--- config.mk ---
export PLATFORM = sky130hd
export DESIGN_NAME = bcr_baud_restart
export DESIGN_NICKNAME = d
export VERILOG_FILES = /design/src/rtl/bcr_pkg.sv /design/src/rtl/bcr_baud_restart.sv
export SDC_FILE = /design/constraint.sdc
export NUM_CORES = 1
export LEC_CHECK = 0
export BUFFER_PORTS_ARGS = -buffer_cell sky130_fd_sc_hd__buf_2
export CORE_UTILIZATION = 35
export CTS_CLUSTER_SIZE = 30
export DETAILED_ROUTE_END_ITERATION = 8
export PLACE_DENSITY_LB_ADDON = 0.2
export RECOVER_POWER = 100
export SYNTH_ARGS = -nofsm -noshare
export SYNTH_HDL_FRONTEND = slang
export SYNTH_SLANG_ARGS = --single-unit
export TNS_END_PERCENT = 5
--- constraint.sdc ---
create_clock -name CLOCK_IN -period 2.6 [get_ports CLOCK_IN]
set_clock_uncertainty 0.15 [all_clocks]
set_input_delay 0.39 -clock CLOCK_IN [delete_from_list [all_inputs] [get_ports CLOCK_IN]]
set_output_delay 0.39 -clock CLOCK_IN [all_outputs]
set_load 0.03 [all_outputs]
--- src/rtl/bcr_pkg.sv ---
package bcr_pkg;
    localparam int RELOAD_WIDTH = 8;
    localparam logic [7:0] RELOAD_MIN_I2C = 8'h03;
    localparam logic [7:0] RELOAD_RESET = 8'h09;
    localparam int PHASES_PER_PERIOD = 2;
    localparam int OSC_PER_COUNT = 2;
    typedef enum logic [2:0] {
        ST_IDLE = 3'b000,
        ST_RS_SDA_RELEASE = 3'b001,
        ST_RS_SCL_RELEASE = 3'b010,
        ST_RS_SCL_HIGH = 3'b011,
        ST_RS_SDA_LOW = 3'b100,
        ST_XFER = 3'b101
    } bcr_state_type;
endpackage : bcr_pkg

--- src/rtl/bcr_baud_restart.sv ---
`timescale 1ns/1ps
module bcr_baud_restart #(
    parameter int RELOAD_WIDTH = bcr_pkg::RELOAD_WIDTH,
    parameter int BIT_COUNT = 8
) (
    input wire logic CLOCK_IN,
    input wire logic RESET_IN,
    input wire logic I2C_MODE_IN,
    input wire logic [RELOAD_WIDTH-1:0] BAUD_RELOAD_VALUE_IN,
    input wire logic SERIAL_TX_BUFFER_WRITE_IN,
    input wire logic RESTART_REQUEST_IN,
    input wire logic COLLISION_CLEAR_IN,
    input wire logic SCL_IN,
    input wire logic SDA_IN,
    output logic SCL_OUT,
    output logic SCL_OE_OUT,
    output logic SDA_OUT,
    output logic SDA_OE_OUT,
    output logic SPI_CLOCK_OUT,
    output logic RELOAD_STROBE_OUT,
    output logic BUSY_OUT,
    output logic RESTART_DONE_OUT,
    output logic COLLISION_OUT
);
    localparam int EDGE_WIDTH = $clog2(2 * BIT_COUNT + 1);
    localparam logic [EDGE_WIDTH-1:0] LAST_EDGE = EDGE_WIDTH'(2 * BIT_COUNT - 1);

    bcr_pkg::bcr_state_type state_q, state_d;
    logic busy_q, busy_d;
    logic [RELOAD_WIDTH-1:0] count_q, count_d;
    logic prescale_q, prescale_d;
    logic reload_q, reload_d;
    logic scl_low_q, scl_low_d;
    logic sda_low_q, sda_low_d;
    logic spi_clk_q, spi_clk_d;
    logic done_q, done_d;
    logic coll_q, coll_d;
    logic [EDGE_WIDTH-1:0] edges_q, edges_d;
    logic scl_prev_q, scl_prev_d;
    logic timeout;
    logic scl_fell;
    logic start_restart;
    logic start_xfer;
    logic xfer_toggle;
    logic xfer_last;
    logic release_scl;
    logic scl_seen_high;
    logic drive_sda;
    logic sda_held_reload;
    logic finish_restart;
    logic collision_event;
    logic load_counter;

    // One count step every two oscillator clocks gives Fosc/(4*(reload+1)).
    assign timeout = (count_q == '0) && prescale_q;
    assign scl_fell = scl_prev_q && !SCL_IN;
    assign load_counter = start_restart || start_xfer || (xfer_toggle && !xfer_last)
        || scl_seen_high || drive_sda || sda_held_reload;

    always_comb begin
        start_restart = 1'b0;
        start_xfer = 1'b0;
        xfer_toggle = 1'b0;
        xfer_last = 1'b0;
        release_scl = 1'b0;
        scl_seen_high = 1'b0;
        drive_sda = 1'b0;
        sda_held_reload = 1'b0;
        finish_restart = 1'b0;
        collision_event = 1'b0;
        case (state_q)
            bcr_pkg::ST_IDLE: begin
                if (RESTART_REQUEST_IN && I2C_MODE_IN) begin
                    start_restart = 1'b1;
                end else if (SERIAL_TX_BUFFER_WRITE_IN) begin
                    start_xfer = 1'b1;
                end
            end
            bcr_pkg::ST_XFER: begin
                if (timeout) begin
                    xfer_toggle = 1'b1;
                    xfer_last = (edges_q == LAST_EDGE);
                end
            end
            bcr_pkg::ST_RS_SDA_RELEASE: begin
                release_scl = timeout;
            end
            bcr_pkg::ST_RS_SCL_RELEASE: begin
                if (SCL_IN) begin
                    if (!SDA_IN) begin
                        collision_event = 1'b1;
                    end else begin
                        scl_seen_high = 1'b1;
                    end
                end
            end
            bcr_pkg::ST_RS_SCL_HIGH: begin
                if (scl_fell) begin
                    collision_event = 1'b1;
                end else if (timeout && SCL_IN && SDA_IN) begin
                    drive_sda = 1'b1;
                end else if (timeout) begin
                    // Another master holds SDA low; reload the count and check SDA again after another high phase.
                    sda_held_reload = 1'b1;
                end
            end
            bcr_pkg::ST_RS_SDA_LOW: begin
                finish_restart = timeout;
            end
            default: begin
                collision_event = 1'b0;
            end
        endcase
    end

    always_comb begin
        count_d = count_q;
        prescale_d = 1'b0;
        reload_d = 1'b0;
        if (load_counter) begin
            count_d = BAUD_RELOAD_VALUE_IN;
            prescale_d = 1'b0;
            reload_d = 1'b1;
        end else if (state_q != bcr_pkg::ST_IDLE) begin
            prescale_d = !prescale_q;
            if (prescale_q && count_q != '0) begin
                count_d = count_q - 1'b1;
            end
        end
    end

    always_ff @(posedge CLOCK_IN) begin
        if (RESET_IN) begin
            count_q <= '0;
            prescale_q <= 1'b0;
            reload_q <= 1'b0;
        end else begin
            count_q <= count_d;
            prescale_q <= prescale_d;
            reload_q <= reload_d;
        end
    end

    always_comb begin
        scl_low_d = scl_low_q;
        sda_low_d = sda_low_q;
        spi_clk_d = spi_clk_q;
        if (start_restart) begin
            sda_low_d = 1'b0;
        end
        if (release_scl) begin
            scl_low_d = 1'b0;
        end
        if (drive_sda) begin
            sda_low_d = 1'b1;
        end
        if (finish_restart) begin
            scl_low_d = 1'b1;
        end
        if (xfer_toggle) begin
            if (I2C_MODE_IN) begin
                scl_low_d = !scl_low_q;
            end else begin
                spi_clk_d = !spi_clk_q;
            end
        end
        if (collision_event) begin
            scl_low_d = 1'b0;
            sda_low_d = 1'b0;
        end
    end

    always_ff @(posedge CLOCK_IN) begin
        if (RESET_IN) begin
            scl_low_q <= 1'b0;
            sda_low_q <= 1'b0;
            spi_clk_q <= 1'b0;
        end else begin
            scl_low_q <= scl_low_d;
            sda_low_q <= sda_low_d;
            spi_clk_q <= spi_clk_d;
        end
    end

    always_comb begin
        state_d = state_q;
        edges_d = edges_q;
        case (state_q)
            bcr_pkg::ST_IDLE: begin
                if (start_restart) begin
                    state_d = bcr_pkg::ST_RS_SDA_RELEASE;
                end else if (start_xfer) begin
                    state_d = bcr_pkg::ST_XFER;
                    edges_d = '0;
                end
            end
            bcr_pkg::ST_XFER: begin
                if (xfer_toggle) begin
                    edges_d = edges_q + 1'b1;
                    if (xfer_last) begin
                        state_d = bcr_pkg::ST_IDLE;
                    end
                end
            end
            bcr_pkg::ST_RS_SDA_RELEASE: begin
                if (release_scl) begin
                    state_d = bcr_pkg::ST_RS_SCL_RELEASE;
                end
            end
            bcr_pkg::ST_RS_SCL_RELEASE: begin
                if (scl_seen_high) begin
                    state_d = bcr_pkg::ST_RS_SCL_HIGH;
                end
            end
            bcr_pkg::ST_RS_SCL_HIGH: begin
                if (drive_sda) begin
                    state_d = bcr_pkg::ST_RS_SDA_LOW;
                end
            end
            bcr_pkg::ST_RS_SDA_LOW: begin
                if (finish_restart) begin
                    state_d = bcr_pkg::ST_IDLE;
                end
            end
            default: begin
                state_d = bcr_pkg::ST_IDLE;
            end
        endcase
        if (collision_event) begin
            state_d = bcr_pkg::ST_IDLE;
        end
        busy_d = (state_d != bcr_pkg::ST_IDLE);
    end

    always_ff @(posedge CLOCK_IN) begin
        if (RESET_IN) begin
            state_q <= bcr_pkg::ST_IDLE;
            busy_q <= 1'b0;
            edges_q <= '0;
        end else begin
            state_q <= state_d;
            busy_q <= busy_d;
            edges_q <= edges_d;
        end
    end

    always_comb begin
        done_d = finish_restart;
        coll_d = coll_q;
        scl_prev_d = SCL_IN;
        if (COLLISION_CLEAR_IN) begin
            coll_d = 1'b0;
        end
        // A new collision beats a clear.
        if (collision_event) begin
            coll_d = 1'b1;
        end
    end

    always_ff @(posedge CLOCK_IN) begin
        if (RESET_IN) begin
            done_q <= 1'b0;
            coll_q <= 1'b0;
            scl_prev_q <= 1'b1;
        end else begin
            done_q <= done_d;
            coll_q <= coll_d;
            scl_prev_q <= scl_prev_d;
        end
    end

    // Open-drain pins: only ever drive low.
    assign SCL_OUT = 1'b0;
    assign SDA_OUT = 1'b0;
    assign SCL_OE_OUT = scl_low_q;
    assign SDA_OE_OUT = sda_low_q;
    assign SPI_CLOCK_OUT = spi_clk_q;
    assign RELOAD_STROBE_OUT = reload_q;
    assign BUSY_OUT = busy_q;
    assign RESTART_DONE_OUT = done_q;
    assign COLLISION_OUT = coll_q;
endmodule : bcr_baud_restart

After elaboration in Yosys (flattened, before gate mapping)
Index checks and enable logic that the tools add are counted.

Input bits: 16. Bits in registers: 25. Output and inout bits: 9. Logic and storage cells: 107.

Multiplexer cells: 50. Add/subtract/negate cells: 2. Equal/unequal tests: 9. Bitwise gates (word level): 2. Reduce and logical (&&, ||, !) cells: 32.

Operator list (number): $mux W1 (32); $mux W3 (9); $mux W8 (3); $pmux W3 S6 (1); $mux W5 (3); $pmux W5 S2 (1); $reduce_bool A2 Y1 (5); $logic_not A8 Y1 (1); $reduce_bool A8 Y1 (1); $sub A8 B1 Y8 const B (1); $logic_and A1 B1 Y1 (7); $eq A3 B2 Y1 const B (2); $eq A3 B3 Y1 const B (2); $ne A2 B2 Y1 const B (3); $reduce_bool A3 Y1 (2); $add A5 B1 Y5 const B (1); $eq A5 B4 Y1 const B (1); $logic_not A1 Y1 (5); $logic_or A1 B1 Y1 (5); $reduce_and A2 Y1 (2); $reduce_and A4 Y1 (1); $eq A3 B1 Y1 const B (1); $logic_not A3 Y1 (1); $reduce_or A3 Y1 (1); other kinds (3) (4).

Longest topological paths before layout
Depth in word-level cells: 12. Depth in mapped cells: 9. Mapped depth without buffers: 8.

Worst setup path after synthesis
No wires, ideal clock.

Path type: reg2reg. From: register count_q[0]. To: register count_q[1]. Setup slack: 0.706 ns. Path buffers: 2. Stages on the path, launching flop included: 10. Arrival: 1.611 ns. Data required time: 2.318 ns. Setup time: 0.132 ns. Clock period less this slack: 1.894 ns. Path through: dfxtp_1 > inv_1 > ha_1 > nor4b_4 > and3_1 > buf_6 > a21oi_4 > buf_6 > o211ai_1 > a21oi_1.

Longest elaborated chain between the ends: 12. Elaborated cells between the ends (all ways): 29. Classes of those cells: 1 x add/sub; 13 x mux; 15 x reduce/logical.

Ends and longest elaborated chain: start: declaration (line bcr_baud_restart.sv:30) `logic [RELOAD_WIDTH-1:0] count_q, count_d;`; start signal: assignment (line bcr_baud_restart.sv:138) `count_q <= count_d;`; $logic_not A8 Y1 (line bcr_baud_restart.sv:55) `assign timeout = (count_q == '0) && prescale_q;`; $logic_and A1 B1 Y1 (line bcr_baud_restart.sv:55); $mux W1 (line bcr_baud_restart.sv:80) `if (timeout) begin`; $mux W1 (line bcr_baud_restart.sv:71) `case (state_q)`; $logic_not A1 Y1 (line bcr_baud_restart.sv:57) `assign load_counter = start_restart || start_xfer || (xfer_toggle && !xfer_last)`; $logic_and A1 B1 Y1 (line bcr_baud_restart.sv:57); $logic_or A1 B1 Y1 (line bcr_baud_restart.sv:57); $logic_or A1 B1 Y1 (3 in a row) (line bcr_baud_restart.sv:58) `|| scl_seen_high || drive_sda || sda_held_reload;`; $reduce_bool A2 Y1 (no line); $reduce_and A2 Y1 (no line).

Several ways; a longest one is shown, not always the timed one. The select of a mux whose other input is x is not followed. A chain may end at the register's enable or synchronous reset.

Final worst setup path
From: register count_q[0]. To: register count_q[7].

Same word-level chain as after synthesis.

==> summary.txt <==
GRT
  • Number of global-route vias before repair: approximately 1.2k
  • Total grt overflow: 0
  • First-pass GRT wire length: 4.97 mm
  • GR Util All Layers: 0.151
  • Initial antenna violation count: 0
  • Largest net degree at the start of global routing: 21

Placement
  • Port Buffers: 22
  • Placed Area: 1510 sq um
  • Placer congestion estimate: 0.783
  • Final HPWL from detailed placement: 2.08 mm

Floorplanning
  • Die Wd: 65.4 um
  • Die area: 4280 sq um
  • Std-Cell Rows: 22
  • Core area: 3770 sq um
  • # IOs: 25
  • Die height: 65.4 um
  • Starting Density: 0.374

Layout
  • Share of cells above drive strength 1: 0.173
  • Core Util, Final: 0.411
  • Design area: 1550 sq um
  • Multi-input combinational cell area: 817 sq um
  • Register area: 500 sq um
  • Area Growth Syn to Fin: 10.0%
  • Fin nets: 200
  • Diodes inserted: 0
  • Fillers: 384

Power and ir drop
  • VDD IR max: 0.229 mV
  • Static Leakage: 0.561 nW
  • Power Density: around 580 nW/um^2

Critical path
  • Reg-to-reg slack, setup: 0.34 ns
  • Worst path required time: 2.57 ns
  • Setup crit start kind: flip-flop
  • CP max FO: 18
  • Crit path DAT: 2.23 ns
  • Crit path kind: reg -> reg
  • Critical Path End Type: flip-flop

Clocking
  • Root Driver: clkbuf_8
  • CTS Buffer Depth: 2
  • Total CTS buffers: 3
  • CTS tree: built
  • Skew-Pair Late Insertion Delay: 0.27 ns
  • CTS-repair resized insts: 0
  • CTS Hold Bufs: 0
  • H-Tree Depth: 1
  • Worst-path clk slew: around 0.09 ns
  • Setup Fix Bufs, Post-CTS: 0
  • Clock sinks: 25

Yosys
  • Synthesized area: 1410 sq um
  • Cells after Synth: 161
  • Synth Area in XOR/XNOR: 0.0187
  • Ys flop type: dfxtp_1
  • Largest family of logic cells by synthesized area: simple AND/OR/NAND/NOR gates
  • Synthesized area per cell: 8.75 sq um
  • Synth cell types: 43
  • Mux share of post-synthesis cell area: 0.0213
  • Synth Register Bits: 25
  • Simple-gate area share of the yosys netlist: 0.292
  • EDFF count, synth: 0
  • Syn. warnings: 0
  • Synth Area in Adders: 0.0355
  • Synth Area in Compound Gates: 0.207
  • Seq/Total Area, Yosys: 0.355
  • Asr flop ratio synth: 0

Route
  • Vias/cell: 5.18
  • Drt initial violations: 33
  • Vias: 1175
  • Final WL: 2.82 mm
  • DRC: 0
  • Router iterations before antenna repair: 4
  • ANT nets after route: 0
  • WL/cell: 12.4 um

Run status
  • Status: finished, final reports clean

Timing
  • Slew Viols, Final: 0
  • RSZ-0062 raised after global routing: no
  • Max Clock Freq: 0.443 GHz
  • Final setup violation count: 0
  • Relative slew slack: 0.401
  • Slew @ Worst Pin: 0.899 ns
  • TNS Setup: 0 ns
  • Min Tclk post-route: 2.26 ns
  • Tcrit/Tclk final: 0.869
  • Final hold vios: 0

Worst hold path
  • Worst Hold Class: in -> reg

Job
  • Max-Cap Viols: 0
power by group:
group          switching (mW)  total, mW  internal, mW
sequential             0.0413      0.454         0.412
clock                   0.125      0.232         0.107
combinational           0.123      0.213        0.0901
total                   0.290      0.899         0.610
Yosys cell counts (2+ instances only):
library cell,n,share of area
a211oi_1,6,0.032
a21oi_1,10,0.036
a311oi_1,3,0.019
a311oi_2,2,0.021
a31oi_1,3,0.013
and3_1,5,0.022
buf_4,3,0.016
buf_6,3,0.024
clkbuf_1,2,0.0053
dfxtp_1,25,0.36
ha_1,4,0.036
inv_1,7,0.019
mux2i_1,3,0.021
nand2_1,8,0.021
nand2b_1,7,0.031
nand3_1,6,0.021
nand4_1,4,0.018
nor2_1,20,0.053
nor2b_1,2,0.0089
nor3_1,7,0.025
nor3b_1,3,0.016
nor4b_1,2,0.012
o21ai_0,2,0.0071
or2_2,2,0.0089
or3_2,2,0.011
xnor2_1,3,0.019
sequential cells by signal (all words and copies together), names as in the netlist:
name,cells
RESTART_DONE_OUT,1
BUSY_OUT,1
SCL_OE_OUT,1
RELOAD_STROBE_OUT,1
SDA_OE_OUT,1
scl_prev_q,1
edges_q,5
state_q,3
COLLISION_OUT,1
prescale_q,1
count_q,8
SPI_CLOCK_OUT,1
cells by family after synthesis:
kind of cell | count (synthesis)
AOI/OAI and AO/OA | 36
xor gates and xnor gates | 3
adders and majority gates | 4
buffers and inverters | 16
DFF | 25
muxes | 3
other | 1
and+or+nand+nor | 73
per-stage QoR:
stage	setup WS, ns	instances	power [mW]	hold slack, ns
4_1_cts	0.348	227	0.911	0.225
3_5_place_dp	0.383	223	0.677	0.311
5_1_grt	0.108	227	0.962	0.235
2_1_floorplan	0.706	162	0.633	0.287
3_3_place_gp	0.486	223	0.672	0.302
6_report	0.341	227	0.899	0.227
worst max-delay path, cell delays in order (launching register included):
cell and delay, ns:
dfxtp_1 0.34, inv_1 0.08, ha_1 0.20, nor4b_4 0.46, and3_1 0.45, a21oi_4 0.20, nor2_1 0.16, a311oi_2 0.06
layout make-up:
type / count / area share
timing repair buffer: 22 / 0.0646
clock buffer: 3 / 0.0266
sequential: 25 / 0.323
multi-input combinational: 121 / 0.527
tap: 48 / 0.0387
inverter: 7 / 0.0169
clock inverter: 1 / 0.00323
path summary, 6_finish.rpt:
kind	from	end	depth (start not counted)
max	count_q[0]$_SDFFE_PP0P_	count_q[7]$_SDFFE_PP0P_	7
min	BAUD_RELOAD_VALUE_IN[1]	count_q[1]$_SDFFE_PP0P_	3
max reg2reg	count_q[0]$_SDFFE_PP0P_	count_q[7]$_SDFFE_PP0P_	7
min reg2reg	SDA_OE_OUT$_SDFFE_PP0P_	SDA_OE_OUT$_SDFFE_PP0P_	2
layer usage:
| metal | vias to the layer above | GRT usage | share of wire |
|---|---|---|---|
| met4 | 0 | 0.0707 | 0.015 |
| met3 | 4 | 0.0313 | 0.030 |
| met1 | 533 | 0.182 | 0.49 |
| met2 | 19 | 0.253 | 0.46 |
| li1 | 619 | - | - |
| met5 | - | 0 | 0 |
placed cells by master (no fill, tap or decap), drive strengths merged, types with 6 or more instances in the layout:
master  instances
dfxtp          25
nor2           20
a21oi          11
nor3            7
a211oi          6
clkbuf         11
buf            14
inv             7
nand2           8
nand2b          7
nand3           6
(Power assumes the default switching activity.)
